--- config.mk ---
export PLATFORM = sky130hd
export DESIGN_NAME = pllsib_bank
export DESIGN_NICKNAME = d
export VERILOG_FILES = /design/src/pllsib_pkg.sv /design/src/pllsib_bank.sv /design/src/pllsib_sticky.sv
export SDC_FILE = /design/constraint.sdc
export NUM_CORES = 1
export LEC_CHECK = 0
export ABC_AREA = 1
export BUFFER_PORTS_ARGS = -buffer_cell sky130_fd_sc_hd__buf_2
export CAP_MARGIN = 20
export CELL_PAD_IN_SITES_DETAIL_PLACEMENT = 1
export CELL_PAD_IN_SITES_GLOBAL_PLACEMENT = 1
export CORE_AREA = 2 2 75 77
export DETAILED_ROUTE_END_ITERATION = 7
export DIE_AREA = 0 0 77 79
export GPL_ROUTABILITY_DRIVEN = 0
export GPL_TIMING_DRIVEN = 0
export MAX_ROUTING_LAYER = met4
export PLACE_DENSITY = 0.8
export REMOVE_ABC_BUFFERS = 1
export SLEW_MARGIN = 40
export SYNTH_ARGS = -nofsm -noshare
export SYNTH_HDL_FRONTEND = slang
export SYNTH_SLANG_ARGS = --single-unit
--- constraint.sdc ---
create_clock -name i_clock -period 1.75 [get_ports i_clock]
set_input_delay 0.35 -clock i_clock [delete_from_list [all_inputs] [get_ports i_clock]]
set_output_delay 0.35 -clock i_clock [all_outputs]
set_load 0.05 [all_outputs]
--- src/pllsib_pkg.sv ---
package pllsib_pkg;

  // ----------------------------------------
  // Register offsets
  // ----------------------------------------
  localparam logic [7:0] OFS_LOCK_CLOCK_IRQ_ENABLE = 8'h68;
  localparam logic [7:0] OFS_REF_HOLDOVER_IRQ_ENABLE = 8'h69;
  localparam logic [7:0] OFS_LOCK_CLOCK_LATCHED_STATUS = 8'h6c;
  localparam logic [7:0] OFS_LOCK_CLOCK_LIVE_STATUS = 8'h6d;
  localparam logic [7:0] OFS_REF_HOLDOVER_LATCHED_STATUS = 8'h6e;
  localparam logic [7:0] OFS_REF_HOLDOVER_CAL_LIVE_STATUS = 8'h6f;

  // ----------------------------------------
  // Field positions (bit index in the byte)
  // ----------------------------------------
  localparam int BIT_CLK0 = 0;
  localparam int BIT_CLK1 = 1;
  localparam int BIT_VCXO = 4;
  localparam int BIT_SYNTH = 5;
  localparam int BIT_SEL_LO = 6;
  localparam int BIT_HOLD = 0;
  localparam int BIT_REF = 1;
  localparam int BIT_CAL = 2;

  // ----------------------------------------
  // Reset values and writable masks
  // ----------------------------------------
  localparam logic [7:0] RST_IRQ_ENABLE = 8'h00;
  localparam logic [7:0] MASK_LOCK_CLOCK_IRQ_ENABLE = 8'h33;
  localparam logic [7:0] MASK_REF_HOLDOVER_IRQ_ENABLE = 8'h03;
  localparam logic [7:0] RST_READ_DATA = 8'h00;

  // ----------------------------------------
  // Condition vectors
  // ----------------------------------------
  // Synchronised inputs: 0 clk0 signal, 1 clk1 signal, 2 vcxo lock_n,
  // 3 synth lock_n, 4 holdover_n, 5 reference present, 6 cal, 8:7 select
  localparam int NUM_SYNC = 9;
  localparam logic [8:0] RST_SYNC = 9'h03f;
  // Sticky flags: 0..5 as above (event = live low), 6 = reference change
  localparam int NUM_FLAG = 7;
  localparam int IDX_CLK0 = 0;
  localparam int IDX_CLK1 = 1;
  localparam int IDX_VCXO = 2;
  localparam int IDX_SYNTH = 3;
  localparam int IDX_HOLD = 4;
  localparam int IDX_REF = 5;
  localparam int IDX_REFCHG = 6;
  localparam int IDX_CAL = 6;
  localparam int IDX_SEL_LO = 7;

endpackage

--- src/pllsib_bank.sv ---
// How it works
// Synth PLL unlock latched and enabled drives interrupt low.
// VCXO PLL unlock latched and enabled drives interrupt low.
// Each input's latched signal loss, when enabled, drives interrupt low.
// Any reference-valid change, when enabled, drives interrupt low.
// Latched holdover entry, when enabled, drives interrupt low.
// Enables reset to zero; disabled flags still latch, never interrupt.
// Synth lock latch reads 0 after any unlock since clear.
// Writing 1 clears synth lock latch and its interrupt.
// VCXO lock latch reads 0 after any unlock since clear.
// Writing 1 clears VCXO lock latch and its interrupt.
// Input signal latch reads 0 after any loss since clear.
// Writing 1 clears input signal latch and its interrupt.
// Two-bit selection field shows chosen input, 00 or 01.
// Live lock bits read 0 while unlocked, 1 otherwise.
// Live signal bits read 0 during loss, 1 while active.
// Reference latch reads 0 after loss; write 1 clears it.
// Holdover latch reads 0 after holdover entry; write 1 clears.
// Live holdover reads 0 in holdover; live reference 1 when present.
// Calibration bit reads 1 while calibrating, 0 when done.
// Interrupt low while any enabled flag pends, high once all cleared.
// Latches sample on device clock; event beats simultaneous clear.
`timescale 1ns/1ps
`default_nettype none

module pllsib_bank (
  // Clock and reset
  input wire logic i_clock,
  input wire logic i_rst,
  // Register access from the serial port logic
  input wire logic [7:0] i_reg_addr,
  input wire logic i_reg_wr,
  input wire logic [7:0] i_reg_wdata,
  input wire logic i_reg_rd,
  output logic [7:0] o_reg_rdata,
  // Raw conditions from the monitors
  input wire logic i_synth_pll_lock_n,
  input wire logic i_vcxo_pll_lock_n,
  input wire logic i_input0_signal,
  input wire logic i_input1_signal,
  input wire logic i_reference_present,
  input wire logic i_holdover_n,
  input wire logic i_synth_cal_active,
  input wire logic [1:0] i_selected_input_state,
  // Interrupt
  output logic o_irq_out_n
);

  // ----------------------------------------
  // Input synchronisers
  // ----------------------------------------
  // Monitors run off other clocks, so every condition is resynchronised and
  // a new level is only accepted once the second and third stages agree.
  logic [pllsib_pkg::NUM_SYNC-1:0] raw_vec;
  logic [pllsib_pkg::NUM_SYNC-1:0] live_reg;
  logic [pllsib_pkg::NUM_SYNC-1:0] live_next;

  assign raw_vec = {i_selected_input_state, i_synth_cal_active, i_reference_present,
                    i_holdover_n, i_synth_pll_lock_n, i_vcxo_pll_lock_n,
                    i_input1_signal, i_input0_signal};

  genvar gs;
  generate
    for (gs = 0; gs < pllsib_pkg::NUM_SYNC; gs = gs + 1) begin : g_sync
      logic s1_reg;
      logic s2_reg;
      logic s3_reg;
      // clocked capture
      always_comb begin
        if (s2_reg == s3_reg) begin
          live_next[gs] = s3_reg;
        end else begin
          live_next[gs] = live_reg[gs];
        end
      end

      always_ff @(posedge i_clock) begin
        if (i_rst) begin
          s1_reg <= pllsib_pkg::RST_SYNC[gs];
          s2_reg <= pllsib_pkg::RST_SYNC[gs];
          s3_reg <= pllsib_pkg::RST_SYNC[gs];
          live_reg[gs] <= pllsib_pkg::RST_SYNC[gs];
        end else begin
          s1_reg <= raw_vec[gs];
          s2_reg <= s1_reg;
          s3_reg <= s2_reg;
          live_reg[gs] <= live_next[gs];
        end
      end
    end
  endgenerate

  // ----------------------------------------
  // Enable registers
  // ----------------------------------------
  logic [7:0] ie_lock_clock_reg;
  logic [7:0] ie_lock_clock_next;
  logic [7:0] ref_change_irq_en_hold_reg;
  logic [7:0] ref_change_irq_en_hold_next;
  logic wr_ie_lock_clock;
  logic wr_ref_change_irq_en_hold;
  logic wr_latched_lock_clock;
  logic wr_latched_ref_hold;

  assign wr_ie_lock_clock = i_reg_wr && (i_reg_addr == pllsib_pkg::OFS_LOCK_CLOCK_IRQ_ENABLE);
  assign wr_ref_change_irq_en_hold = i_reg_wr && (i_reg_addr == pllsib_pkg::OFS_REF_HOLDOVER_IRQ_ENABLE);
  assign wr_latched_lock_clock = i_reg_wr && (i_reg_addr == pllsib_pkg::OFS_LOCK_CLOCK_LATCHED_STATUS);
  assign wr_latched_ref_hold = i_reg_wr && (i_reg_addr == pllsib_pkg::OFS_REF_HOLDOVER_LATCHED_STATUS);

  always_comb begin
    ie_lock_clock_next = ie_lock_clock_reg;
    ref_change_irq_en_hold_next = ref_change_irq_en_hold_reg;
    if (wr_ie_lock_clock) begin
      ie_lock_clock_next = i_reg_wdata & pllsib_pkg::MASK_LOCK_CLOCK_IRQ_ENABLE;
    end
    if (wr_ref_change_irq_en_hold) begin
      ref_change_irq_en_hold_next = i_reg_wdata & pllsib_pkg::MASK_REF_HOLDOVER_IRQ_ENABLE;
    end
  end

  // enables reset to zero
  always_ff @(posedge i_clock) begin
    if (i_rst) begin
      ie_lock_clock_reg <= pllsib_pkg::RST_IRQ_ENABLE;
      ref_change_irq_en_hold_reg <= pllsib_pkg::RST_IRQ_ENABLE;
    end else begin
      ie_lock_clock_reg <= ie_lock_clock_next;
      ref_change_irq_en_hold_reg <= ref_change_irq_en_hold_next;
    end
  end

  // ----------------------------------------
  // Sticky event flags
  // ----------------------------------------
  logic [pllsib_pkg::NUM_FLAG-1:0] flag_set;
  logic [pllsib_pkg::NUM_FLAG-1:0] flag_clear;
  logic [pllsib_pkg::NUM_FLAG-1:0] flag_vec;
  logic [pllsib_pkg::NUM_FLAG-1:0] flag_en;

  // event while live low
  always_comb begin
    flag_set[pllsib_pkg::IDX_REF:0] = ~live_reg[pllsib_pkg::IDX_REF:0];
    // either direction of reference validity
    flag_set[pllsib_pkg::IDX_REFCHG] = live_next[pllsib_pkg::IDX_REF] != live_reg[pllsib_pkg::IDX_REF];
  end

  // write one to clear
  always_comb begin
    flag_clear[pllsib_pkg::IDX_CLK0] = wr_latched_lock_clock && i_reg_wdata[pllsib_pkg::BIT_CLK0];
    flag_clear[pllsib_pkg::IDX_CLK1] = wr_latched_lock_clock && i_reg_wdata[pllsib_pkg::BIT_CLK1];
    flag_clear[pllsib_pkg::IDX_VCXO] = wr_latched_lock_clock && i_reg_wdata[pllsib_pkg::BIT_VCXO];
    flag_clear[pllsib_pkg::IDX_SYNTH] = wr_latched_lock_clock && i_reg_wdata[pllsib_pkg::BIT_SYNTH];
    flag_clear[pllsib_pkg::IDX_HOLD] = wr_latched_ref_hold && i_reg_wdata[pllsib_pkg::BIT_HOLD];
    flag_clear[pllsib_pkg::IDX_REF] = wr_latched_ref_hold && i_reg_wdata[pllsib_pkg::BIT_REF];
    flag_clear[pllsib_pkg::IDX_REFCHG] = wr_latched_ref_hold && i_reg_wdata[pllsib_pkg::BIT_REF];
  end

  genvar gf;
  generate
    for (gf = 0; gf < pllsib_pkg::NUM_FLAG; gf = gf + 1) begin : g_flag
      pllsib_sticky u_sticky (
        .i_clock(i_clock),
        .i_rst(i_rst),
        .i_set(flag_set[gf]),
        .i_clear(flag_clear[gf]),
        .o_flag(flag_vec[gf])
      );
    end
  endgenerate

  // ----------------------------------------
  // Interrupt output
  // ----------------------------------------
  // Loss of reference alone does not interrupt; its change flag does.
  always_comb begin
    // per-condition enables
    flag_en[pllsib_pkg::IDX_CLK0] = ie_lock_clock_reg[pllsib_pkg::BIT_CLK0];
    flag_en[pllsib_pkg::IDX_CLK1] = ie_lock_clock_reg[pllsib_pkg::BIT_CLK1];
    flag_en[pllsib_pkg::IDX_VCXO] = ie_lock_clock_reg[pllsib_pkg::BIT_VCXO];
    flag_en[pllsib_pkg::IDX_SYNTH] = ie_lock_clock_reg[pllsib_pkg::BIT_SYNTH];
    flag_en[pllsib_pkg::IDX_HOLD] = ref_change_irq_en_hold_reg[pllsib_pkg::BIT_HOLD];
    flag_en[pllsib_pkg::IDX_REF] = 1'b0;
    flag_en[pllsib_pkg::IDX_REFCHG] = ref_change_irq_en_hold_reg[pllsib_pkg::BIT_REF];
  end

  logic irq_reg;
  logic irq_next;

  // low while any enabled flag pends
  always_comb begin
    irq_next = ~|(flag_vec & flag_en);
  end

  always_ff @(posedge i_clock) begin
    if (i_rst) begin
      irq_reg <= 1'b1;
    end else begin
      irq_reg <= irq_next;
    end
  end

  assign o_irq_out_n = irq_reg;

  // ----------------------------------------
  // Read path
  // ----------------------------------------
  logic [7:0] rdata_reg;
  logic [7:0] rdata_next;
  logic [7:0] rmux;

  always_comb begin
    rmux = 8'h00;
    case (i_reg_addr)
      pllsib_pkg::OFS_LOCK_CLOCK_IRQ_ENABLE: begin
        rmux = ie_lock_clock_reg;
      end
      pllsib_pkg::OFS_REF_HOLDOVER_IRQ_ENABLE: begin
        rmux = ref_change_irq_en_hold_reg;
      end
      pllsib_pkg::OFS_LOCK_CLOCK_LATCHED_STATUS: begin
        // latch reads low after event
        rmux[pllsib_pkg::BIT_CLK0] = ~flag_vec[pllsib_pkg::IDX_CLK0];
        rmux[pllsib_pkg::BIT_CLK1] = ~flag_vec[pllsib_pkg::IDX_CLK1];
        rmux[pllsib_pkg::BIT_VCXO] = ~flag_vec[pllsib_pkg::IDX_VCXO];
        rmux[pllsib_pkg::BIT_SYNTH] = ~flag_vec[pllsib_pkg::IDX_SYNTH];
      end
      pllsib_pkg::OFS_LOCK_CLOCK_LIVE_STATUS: begin
        // live lock, signal, selection
        rmux[pllsib_pkg::BIT_CLK0] = live_reg[pllsib_pkg::IDX_CLK0];
        rmux[pllsib_pkg::BIT_CLK1] = live_reg[pllsib_pkg::IDX_CLK1];
        rmux[pllsib_pkg::BIT_VCXO] = live_reg[pllsib_pkg::IDX_VCXO];
        rmux[pllsib_pkg::BIT_SYNTH] = live_reg[pllsib_pkg::IDX_SYNTH];
        rmux[pllsib_pkg::BIT_SEL_LO +: 2] = live_reg[pllsib_pkg::IDX_SEL_LO +: 2];
      end
      pllsib_pkg::OFS_REF_HOLDOVER_LATCHED_STATUS: begin
        // reference and holdover latches
        rmux[pllsib_pkg::BIT_HOLD] = ~flag_vec[pllsib_pkg::IDX_HOLD];
        rmux[pllsib_pkg::BIT_REF] = ~flag_vec[pllsib_pkg::IDX_REF];
      end
      pllsib_pkg::OFS_REF_HOLDOVER_CAL_LIVE_STATUS: begin
        // live holdover, reference, calibration
        rmux[pllsib_pkg::BIT_HOLD] = live_reg[pllsib_pkg::IDX_HOLD];
        rmux[pllsib_pkg::BIT_REF] = live_reg[pllsib_pkg::IDX_REF];
        rmux[pllsib_pkg::BIT_CAL] = live_reg[pllsib_pkg::IDX_CAL];
      end
      default: begin
        rmux = 8'h00;
      end
    endcase
  end

  // Reads have no side effect; data holds until the next read
  always_comb begin
    rdata_next = i_reg_rd ? rmux : rdata_reg;
  end

  always_ff @(posedge i_clock) begin
    if (i_rst) begin
      rdata_reg <= pllsib_pkg::RST_READ_DATA;
    end else begin
      rdata_reg <= rdata_next;
    end
  end

  assign o_reg_rdata = rdata_reg;

  logic rd_live_a;
  logic rd_live_b;
  assign rd_live_a = i_reg_rd && (i_reg_addr == pllsib_pkg::OFS_LOCK_CLOCK_LIVE_STATUS);
  assign rd_live_b = i_reg_rd && (i_reg_addr == pllsib_pkg::OFS_REF_HOLDOVER_CAL_LIVE_STATUS);
  logic rd_latched_a;
  logic rd_latched_b;
  assign rd_latched_a = i_reg_rd && (i_reg_addr == pllsib_pkg::OFS_LOCK_CLOCK_LATCHED_STATUS);
  assign rd_latched_b = i_reg_rd && (i_reg_addr == pllsib_pkg::OFS_REF_HOLDOVER_LATCHED_STATUS);
endmodule

`default_nettype wire

--- src/pllsib_sticky.sv ---
`timescale 1ns/1ps
`default_nettype none

module pllsib_sticky (
  // Clock and reset
  input wire logic i_clock,
  input wire logic i_rst,
  // Event and clear
  input wire logic i_set,
  input wire logic i_clear,
  // Sticky flag
  output logic o_flag
);

  logic flag_reg;
  logic flag_next;

  // ----------------------------------------
  // Latch
  // ----------------------------------------
  // set beats clear
  always_comb begin
    if (i_set) begin
      flag_next = 1'b1;
    end else if (i_clear) begin
      flag_next = 1'b0;
    end else begin
      flag_next = flag_reg;
    end
  end

  always_ff @(posedge i_clock) begin
    if (i_rst) begin
      flag_reg <= 1'b0;
    end else begin
      flag_reg <= flag_next;
    end
  end

  assign o_flag = flag_reg;
endmodule

`default_nettype wire

# After elaboration in Yosys (flattened, before gate mapping)
# Index checks and enable logic that the tools add are counted.
# word_totals
register_bits	57
inputBits	29
output_inout_bits	9
word_cells	108
# classes
n_eq_ne	16
muxes	18
n_bitwise	8
n_reduce_logical	19
# op_table
cell	n
equality test 8 x 7 -> 1 bit (second input constant)	6
2-to-1 mux 1 bit	15
nonzero test 2 bit	7
case mux 2 bit (6 select lines)	1
logical AND 1 bit	10
equality test 1 bit	9
AND 7 bit	1
OR reduction 7 bit	1
NOT 1 bit	6
NOT 6 bit	1
case mux 2 bit (3 select lines)	1
2-to-1 mux 2 bit	1
zero test 1 bit	1
!= test 1 bit	1

# Longest topological paths before layout
# Gate-level depths: netlist (run 1).
# depth
depth_word	5
ltp_mapped	10
ltp_nobuf	9

# By module
# From an unflattened synthesis (run 1), not the netlist that was laid out.
# unflattened
hier_cells	281
hier_area_um2	2249.7
# modules_own_cells
module	n_inst	cells_each	area_per_inst_um2	seq_area_each_um2
pllsib_bank	1	246	1969.4	1001.0
pllsib_sticky	7	5	40.0	20.0

# Worst setup path before layout (run 1)
# No wires, ideal clock.
# synth_timing
path_type	in2reg
from	input port i_reg_addr[7]
to	register g_flag[0].u_sticky.flag_reg
setup_ps	114
arrival_ps	1083
required_time_ps	1636
path_slack_ps	553
stages	9
n_path_buf	1
path_cell_list	inv_2 -> nand2_4 -> nor2_8 -> buf_12 -> nand2_2 -> nor2_2 -> nand2_1 -> nand3_1 -> nand2_1
# synth_between
elab_chain_cells	4
# synth_lines
element	line_no	text
from (decl)	pllsib_bank.sv:31	input wire logic [7:0] i_reg_addr,
equality test 8 x 7 -> 1 bit	pllsib_bank.sv:107	assign wr_latched_lock_clock = i_reg_wr && (i_reg_addr == pllsib_pkg::OFS_LOCK_CLOCK_LATCHED_STATUS);
logical AND 1 bit	pllsib_bank.sv:107	
logical AND 1 bit	pllsib_bank.sv:149	flag_clear[pllsib_pkg::IDX_CLK0] = wr_latched_lock_clock && i_reg_wdata[pllsib_pkg::BIT_CLK0];
nonzero test 2 bit (no line)	-	
to (signal assigned)	pllsib_sticky.sv:36	flag_reg <= flag_next;
to (decl)	pllsib_sticky.sv:15	logic flag_reg;
# Every way passes these cells.
# A chain may end at the register's enable or synchronous reset.

==> flow_metrics.py, run 1 <==
metrics = {
    "logic_synthesis": {
        "synth_top_area_frac": 0.514,
        "syn_avg_cell_area_um2": 7.95,
        "yosys.area.top_type": "dfxtp_1",
        "postSynthRegisterBits": 57,
        "syn_inst": 279,
        "yosysWarnings": 0,
        "yosysUniqueCellTypes": 28,
        "yosysSeqAreaShare": 0.514,
        "netlist_area_um2": 2220,
        "synth_area_leaders": "dfxtp_1 (51%), nand2_1 (8.3%), inv_1 (7.1%)",
    },
    "drt": {
        "drc_errors": 0,
        "wire_per_inst_um": 12.0,
        "via_per_inst": 4.60,
        "drt_iter0_drc": 111,
        "vias": 1802,
        "ant_nets": 0,
        "wirelength_mm": 4.72,
        "first_pass_iters": 4,
    },
    "timing": {
        "tns_ns": 0,
        "whs_ns": 0.192,
        "grt_setup_unrepaired": "false",
        "slew_headroom": 0.557,
        "setup_viol": 0,
        "hold_violations": 0,
        "period_needed_ns": 1.45,
        "clock_skew_ns": 0.00705,
        "worst_pin_slew_ns": 0.665,
        "fmaxAchievable_ghz": 0.690,
        "min_period_over_period": 0.828,
        "setup_ws_ns": 0.301,
        "maxSlewViolCount": 0,
    },
    "floorplan": {
        "die_area_um2": 6080,
        "ios": 38,
        "fp-row-count": 27,
        "initial_core_util": 0.416,
        "core_area_um2": 5340,
        "die_x_um": 77,
        "die_h_um": 79,
    },
    "layout": {
        "drive_above_1_share": 0.256,
        "final_nets": 344,
        "seqCellArea_um2": 1140,
        "multi_input_area_um2": 853,
        "syn_to_final_growth_pct": 17.4,
        "n_fill_cell": 706,
        "antenna-diode-count": 0,
        "layoutNonFillerInstCount": 392,
    },
    "clock_network": {
        "clock_latency_ns": 0.33,
        "cts_made_buffers": 9,
        "clockBufferDepth": 2,
        "cts_tree": "built",
        "cts_sinks": 57,
        "clk_pin_slew_ns": 0.07,
        "postCtsSetupBuffers": 0,
        "hold_buffers": 0,
        "cts_resized": 0,
        "ctsHtreeMaxLevel": 3,
        "clockRootBuffer": "clkbuf_8",
    },
    "setup_path": {
        "cp_slowest_cell": "buf_2",
        "cp_top_family": "buffers and inverters",
        "cp_common_cell": "inv_1",
        "crit_arrival_ns": 1.73,
        "cp_max_fo": 40,
        "crit_path_start_kind": "input pin",
        "slowest_delay_ns": 0.52,
        "startpoint": "i_rst",
        "crit_required_ns": 2.03,
        "r2r_start": "live_reg[5]$_SDFF_PP1_",
        "path_cells": "buf_2, inv_1, nand2_1, o21ai_0, inv_1",
        "cp_num_buf_inv": 3,
        "end_kind": "flop",
        "timing_worst_setup_path_type": "in -> reg",
    },
    "run_status": {
        "status": "finished clean",
    },
    "global_routing": {
        "grt_pass1_wl_mm": 7.96,
        "overflow": 0,
        "grt_use_total": 0.175,
        "grt_pass1_vias": 1841,
        "grt_max_degree": 41,
        "antenna_found_initial": 0,
    },
    "worst_hold_path": {
        "hp-start": "i_synth_pll_lock_n",
        "min_path_type": "in -> reg",
    },
    "placement": {
        "io_buffers": 32,
        "dp_cells": 376,
        "dp_hpwl_mm": 3.33,
        "dpl_worst_slack_ns": -0.0863,
    },
    "power": {
        "p_leak_nw": 1.20,
        "irDropWorstVdd_uv": 624,
        "p_per_area_nw_per_um2": 989,
    },
    "job": {
        "max-cap-violations": 0,
    },
}
## area by class of cell
cell class	instances	area share
flip-flops and latches	57	0.438
multi-input cells	168	0.328
inverters	47	0.0678
repair buffers	32	0.0615
clock buffers	12	0.0596
well taps	72	0.0346
clock inverters	4	0.0106
## where the power goes
part	internal (mW)	switching, mW	total, mW
sequential	1.32	0.00887	1.33
combinational	0.0452	0.0830	0.128
clock	0.588	0.525	1.11
## logic make-up (layout without fill, tap and decap cells)
| family | Yosys count | after routing | share of synthesized area |
|---|---|---|---|
| compound gates | 41 | 41 | 0.0987 |
| xor+xnor | 1 | 1 | 0.00395 |
| fa+ha+maj | 1 | 1 | 0.00451 |
| buf+inv | 54 | 95 | 0.101 |
| flops | 57 | 57 | 0.514 |
| other cells | 1 | 1 | 0.00169 |
| simple gates | 124 | 124 | 0.276 |
## worst register-to-register path: stages (launching register included)
cell     delay, ns
dfxtp_1       0.39
inv_1         0.06
maj3_1        0.37
xor2_1        0.16
a21oi_1       0.07
## through the flow
stage	util	total power [mW]	cell area, µm²
4_1_cts	0.488	2.61	2600
2_1_floorplan	-	1.43	2170
5_1_grt	0.488	2.68	2600
6_report	0.488	2.57	2600
3_5_place_dp	0.454	1.49	2420
3_3_place_gp	0.454	1.49	2420
## placed cells by master, fill, tap and decap left out, types with 3 or more instances in the layout
cell        synthesis  layout
clkbuf_8            0      11
dfxtp_1            57      57
nor2_2              3       3
nand2_4             4       4
inv_1              42      42
clkinvlp_4          0       3
o21ai_1             5       5
nor2_1             26      26
o21ai_0            16      16
or2_2              15      15
nand3_1            18      18
a21oi_1            15      15
nand2_1            49      49
buf_2               1      32
inv_2               5       5
## final timing paths
| path | endpoint | slack (ns) | depth (start not counted) |
|---|---|---|---|
| worst max-delay path | live_reg[2]$_SDFFE_PP1N_ | 0.30 | 5 |
| worst min-delay path | g_sync[3].s1_reg$_SDFF_PP1_ | 0.19 | 2 |
| worst max register to register | g_flag[6].u_sticky.o_flag$_SDFFE_PP0P_ | 0.55 | 4 |
| worst min register to register | g_sync[8].s2_reg$_SDFF_PP0_ | 0.41 | 2 |
## routing by layer
| layer | GRT usage | wire (µm) | vias to the layer above | part of all wire |
|---|---|---|---|---|
| li1 | - | - | 929 | - |
| met1 | 0.182 | 2080 | 843 | 0.44 |
| met2 | 0.308 | 2400 | 22 | 0.51 |
| met3 | 0.0386 | 150 | 8 | 0.032 |
| met4 | 0.102 | 89 | 0 | 0.019 |
| met5 | - | 0 | - | 0 |
## synth_stat cells, drive strengths merged
library cell and instances:
o22ai 1, o21ai 21, xor2 1, buf 3
clkbuf 4, nand4 2, nand2 55, o31ai 2
nand3 19, maj3 1, or2 15, dfxtp 57
conb 1, nor2 32, a21oi 17, nor3 1
inv 47
(Power assumes the default switching activity.)
==> run 2, diff against run 1 <==
--- a/config.mk
+++ b/config.mk
@@ -10,13 +10,13 @@
 export CAP_MARGIN = 20
 export CELL_PAD_IN_SITES_DETAIL_PLACEMENT = 1
 export CELL_PAD_IN_SITES_GLOBAL_PLACEMENT = 1
-export CORE_AREA = 2 2 75 77
+export CORE_AREA = 2 2 78 80
 export DETAILED_ROUTE_END_ITERATION = 7
-export DIE_AREA = 0 0 77 79
+export DIE_AREA = 0 0 80 82
 export GPL_ROUTABILITY_DRIVEN = 0
 export GPL_TIMING_DRIVEN = 0
 export MAX_ROUTING_LAYER = met4
-export PLACE_DENSITY = 0.8
+export PLACE_DENSITY = 0.75
 export REMOVE_ABC_BUFFERS = 1
 export SLEW_MARGIN = 40
 export SYNTH_ARGS = -nofsm -noshare
==> constraint.sdc (replaced) <==
create_clock -name i_clock -period 1.36 [get_ports i_clock]
set_input_delay 0.272 -clock i_clock [delete_from_list [all_inputs] [get_ports i_clock]]
set_output_delay 0.272 -clock i_clock [all_outputs]
set_load 0.05 [all_outputs]
==> run 2 against run 1 <==
Compared with the run above:
- combinational power up 35%
- flip-flop and latch count unchanged
- cell area up 0.53%
- final cell count up 1.5%
- sequential power up 29%
==> flow_metrics.py, run 2 (synthesis gave the netlist of run 1 again) <==
metrics = {
    "drt": {
        "drc_errors": 0,
        "wire_per_inst_um": 11.9,
        "wirelength_mm": 4.74,
        "drt_iter0_drc": 68,
        "vias": 1794,
        "first_pass_iters": 4,
        "ant_nets": 0,
        "via_per_inst": 4.51,
    },
    "global_routing": {
        "antenna_found_initial": 0,
        "overflow": 0,
        "grt_pass1_vias": 1845,
        "grt_max_degree": 41,
        "grt_pass1_wl_mm": 8.17,
        "grt_use_total": 0.171,
    },
    "job": {
        "max-cap-violations": 0,
    },
    "floorplan": {
        "ios": 38,
        "die_h_um": 82,
        "initial_core_util": 0.386,
        "die_x_um": 80,
        "fp-row-count": 28,
        "core_area_um2": 5750,
        "die_area_um2": 6560,
    },
    "clock_network": {
        "ctsHtreeMaxLevel": 3,
        "hold_buffers": 0,
        "clk_pin_slew_ns": 0.07,
        "cts_tree": "built",
        "cts_made_buffers": 9,
        "clockBufferDepth": 2,
        "cts_sinks": 57,
        "clock_latency_ns": 0.33,
        "clockRootBuffer": "clkbuf_8",
    },
    "power": {
        "irDropWorstVdd_uv": 533,
        "p_per_area_nw_per_um2": 1230,
        "p_leak_nw": 1.20,
    },
    "timing": {
        "maxSlewViolCount": 0,
        "period_needed_ns": 1.21,
        "setup_viol": 0,
        "setup_ws_ns": 0.155,
        "hold_violations": 0,
        "clock_skew_ns": 0.00451,
        "fmaxAchievable_ghz": 0.830,
        "grt_setup_unrepaired": "false",
        "min_period_over_period": 0.886,
        "whs_ns": 0.113,
    },
    "layout": {
        "n_fill_cell": 727,
        "seqCellArea_um2": 1140,
        "syn_to_final_growth_pct": 18.0,
        "multi_input_area_um2": 853,
        "layout_commonest_cell": "dfxtp_1",
        "antenna-diode-count": 0,
        "final_nets": 347,
        "final_cell_mix": "dfxtp_1 (57), nand2_1 (49), inv_1 (41), buf_2 (31), nor2_1 (26)",
        "drive_above_1_share": 0.263,
    },
    "setup_path": {
        "cp_num_buf_inv": 1,
        "cp_max_fo": 2,
        "crit_required_ns": 1.09,
        "cp_slowest_cell": "dfxtp_1",
        "crit_path_start_kind": "flop",
        "crit_arrival_ns": 0.93,
        "slowest_delay_ns": 0.34,
        "cp_top_family": "flip-flops",
        "path_cells": "buf_2",
        "end_kind": "output pin",
        "timing_worst_setup_path_type": "reg -> out",
    },
    "run_status": {
        "status": "finished clean",
    },
    "worst_hold_path": {
        "min_path_type": "in -> reg",
    },
    "placement": {
        "dpl_worst_slack_ns": -0.400,
        "io_buffers": 32,
        "dp_hpwl_mm": 3.38,
    },
}
[run 2: cell count changes in the layout (fill, tap and decap cells not counted), sizes merged]
| cell | delta |
|---|---|
| clkinv | +1 |
| inv | -1 |
| buf | +2 |
| clkinvlp | +1 |
[run 2: cell type report]
cell class / count / area share
Tap cell: 75 / 0.0359
Clock inverter: 5 / 0.0124
Sequential cell: 57 / 0.436
Inverter: 47 / 0.0688
Timing Repair Buffer: 35 / 0.0707
Clock buffer: 11 / 0.0502
Multi-Input combinational cell: 168 / 0.326
[run 2: stage by stage]
stage | total power [mW] | instances | TNS [ns] | util | cell area, µm²
floorplan | 1.84 | 272 | 0 | - | 2170
global route | 3.38 | 398 | 0 | 0.456 | 2620
global placement | 1.91 | 379 | -5.43 | 0.422 | 2420
finish | 3.22 | 398 | 0 | 0.456 | 2620
CTS | 3.26 | 398 | 0 | 0.455 | 2620
detailed placement | 1.92 | 379 | -6.11 | 0.422 | 2420
[run 2: final timing paths]
kind | start | end | slack [ns] | depth (start not counted)
max | o_reg_rdata[0]$_SDFFE_PP0P_ | o_reg_rdata[0] | 0.15 | 1
min | i_synth_pll_lock_n | g_sync[3].s1_reg$_SDFF_PP1_ | 0.11 | 2
max reg2reg | live_reg[5]$_SDFF_PP1_ | g_flag[6].u_sticky.o_flag$_SDFFE_PP0P_ | 0.18 | 4
min reg2reg | g_sync[7].s1_reg$_SDFF_PP0_ | g_sync[7].s2_reg$_SDFF_PP0_ | 0.40 | 2
[run 2: timing repair]
action / CTS / global route
endpoints found under the setup margin: 3 / 3
resized for setup: 1 / 1
buffers inserted: 3 / 0
[run 2: metal layers]
layer / global-route usage / part of all wire
met2: 0.267 / 0.48
met5: - / 0
met3: 0.0538 / 0.040
met4: 0.0864 / 0.030
met1: 0.199 / 0.45
[run 2: report_power, final]
| part | internal [mW] | switching [mW] |
|---|---|---|
| registers | 1.70 | 0.0110 |
| clock network | 0.653 | 0.680 |
| logic | 0.0645 | 0.108 |
| total | 2.42 | 0.799 |
==> run 3, diff against run 2 <==
--- a/config.mk
+++ b/config.mk
@@ -10,13 +10,13 @@
 export CAP_MARGIN = 20
 export CELL_PAD_IN_SITES_DETAIL_PLACEMENT = 1
 export CELL_PAD_IN_SITES_GLOBAL_PLACEMENT = 1
-export CORE_AREA = 2 2 78 80
+export CORE_AREA = 2 2 89 91
 export DETAILED_ROUTE_END_ITERATION = 7
-export DIE_AREA = 0 0 80 82
+export DIE_AREA = 0 0 91 93
 export GPL_ROUTABILITY_DRIVEN = 0
 export GPL_TIMING_DRIVEN = 0
 export MAX_ROUTING_LAYER = met4
-export PLACE_DENSITY = 0.75
+export PLACE_DENSITY = 0.59
 export REMOVE_ABC_BUFFERS = 1
 export SLEW_MARGIN = 40
 export SYNTH_ARGS = -nofsm -noshare
==> run 3 against run 2 <==
Compared with the run above:
- flip-flop and latch count unchanged
- cell area up 2.2%
- register-to-register slack about the same
- critical endpoint is now o_reg_rdata[2]
- largest cell class unchanged
- combinational power about the same
- routed wire length down 2.2%
- largest power group unchanged
==> flow_metrics.py, run 3 (synthesis gave the netlist of run 1 again) <==
metrics = {
    "layout": {
        "final_cell_mix": "dfxtp_1 (57), nand2_1 (49), inv_1 (41), buf_2 (31), nor2_1 (26)",
        "antenna-diode-count": 0,
        "layoutNonFillerInstCount": 424,
        "drive_above_1_share": 0.267,
        "layout_commonest_cell": "dfxtp_1",
        "n_fill_cell": 964,
        "design_area_um2": 2670,
        "final_nets": 346,
        "syn_to_final_growth_pct": 20.5,
    },
    "global_routing": {
        "grt_use_total": 0.126,
        "overflow": 0,
        "grt_max_degree": 41,
        "grt_pass1_vias": 1783,
        "grt_pass1_wl_mm": 8.02,
        "antenna_found_initial": 0,
    },
    "setup_path": {
        "reg2regPathDepth": 4,
        "crit_required_ns": 1.09,
        "path_depth": 1,
        "r2r_start": "live_reg[5]$_SDFF_PP1_",
        "path_cells": "buf_2",
        "cp_slowest_cell": "dfxtp_1",
        "r2r_setup_slack_ns": 0.18,
        "cp_top_family": "flip-flops",
        "crit_arrival_ns": 0.93,
        "cp_num_buf_inv": 1,
        "crit_path_start_kind": "flop",
        "slowest_delay_ns": 0.34,
        "end_kind": "output pin",
        "startpoint": "o_reg_rdata[2]$_SDFFE_PP0P_",
        "cp_max_fo": 2,
        "timing_worst_setup_path_type": "reg -> out",
    },
    "drt": {
        "drt_iter0_drc": 39,
        "ant_nets": 0,
        "wire_per_inst_um": 10.9,
        "via_per_inst": 4.17,
        "vias": 1766,
        "first_pass_iters": 4,
        "wirelength_mm": 4.64,
        "drc_errors": 0,
    },
    "placement": {
        "dpl_worst_slack_ns": -0.453,
        "dp_cells": 406,
        "placed_area_um2": 2460,
        "dp_hpwl_mm": 3.29,
        "io_buffers": 32,
    },
    "power": {
        "p_leak_nw": 1.22,
        "p_per_area_nw_per_um2": 1290,
        "power_mw": 3.44,
        "irDropWorstVdd_uv": 438,
    },
    "floorplan": {
        "die_area_um2": 8460,
        "initial_core_util": 0.295,
        "die_x_um": 91,
        "core_area_um2": 7530,
        "fp-row-count": 32,
        "ios": 38,
        "die_h_um": 93,
    },
    "clock_network": {
        "cts_sinks": 57,
        "ctsHtreeMaxLevel": 3,
        "clock_latency_ns": 0.33,
        "cts_made_buffers": 9,
        "cts_tree": "built",
        "clk_pin_slew_ns": 0.07,
        "clockBufferDepth": 2,
        "clockRootBuffer": "clkbuf_8",
    },
    "timing": {
        "clock_skew_ns": 0.00568,
        "grt_setup_unrepaired": "false",
        "hold_violations": 0,
        "min_period_over_period": 0.882,
        "fmaxAchievable_ghz": 0.834,
        "maxSlewViolCount": 0,
        "setup_ws_ns": 0.160,
        "whs_ns": 0.121,
        "period_needed_ns": 1.20,
        "setup_viol": 0,
    },
    "worst_hold_path": {
        "hp-start": "i_synth_pll_lock_n",
        "whs_path_depth": 2,
        "min_path_type": "in -> reg",
    },
    "run_status": {
        "status": "finished clean",
    },
    "job": {
        "max-cap-violations": 0,
    },
}
==> run 3: cell count changes in the layout (fill, tap and decap cells not counted), sizes merged <==
cell	before	now
buf	34	33
bufinv	0	1
clkbuf	12	10
clkinv	2	4
clkinvlp	4	2
inv	46	47
==> run 3: metrics by stage <==
| step | setup TNS [ns] | util |
|---|---|---|
| 6_report | 0 | 0.355 |
| 5_1_grt | 0 | 0.355 |
| 4_1_cts | 0 | 0.355 |
| 3_5_place_dp | -7.04 | 0.327 |
| 3_3_place_gp | -7.06 | 0.327 |
| 2_1_floorplan | 0 | - |
==> run 3: timing repair <==
item / in CTS / in global routing
buffers inserted: 2 / 0
cloned: 0 / 0
endpoints found under the setup margin: 15 / 2
hold buffers: 0 / 0
pin swaps: 0 / 0
resized for setup: 1 / 1
endpoints found under the hold margin: 0 / 0
==> run 3: final cells by class <==
| cell class | count | area, µm² | area share |
|---|---|---|---|
| Clock buffer | 9 | 124 | 0.0463 |
| Clock inverter | 7 | 70.1 | 0.0262 |
| Inverter | 47 | 180 | 0.0674 |
| Multi-Input combinational cell | 168 | 853 | 0.319 |
| Timing Repair Buffer | 34 | 178 | 0.0664 |
| Sequential cell | 57 | 1140 | 0.427 |
| Tap cell | 102 | 128 | 0.0477 |
==> run 3: power breakdown <==
part	leakage, nW	switching, mW	total (mW)	internal [mW]
combinational	0.652	0.107	0.170	0.0627
sequential	0.465	0.0110	1.71	1.70
clock	0.0994	0.716	1.56	0.844
==> run 3: final timing paths <==
path	endpoint
hold / removal	g_sync[3].s1_reg$_SDFF_PP1_
setup reg to reg	g_flag[6].u_sticky.o_flag$_SDFFE_PP0P_
setup / recovery	o_reg_rdata[2]
hold reg to reg	g_sync[7].s2_reg$_SDFF_PP0_
==> run 3: layer usage <==
layer | global-route usage | share of wire
met5 | - | 0
met4 | 0.0530 | 0.0097
met3 | 0.0443 | 0.040
met2 | 0.199 | 0.47
met1 | 0.145 | 0.48
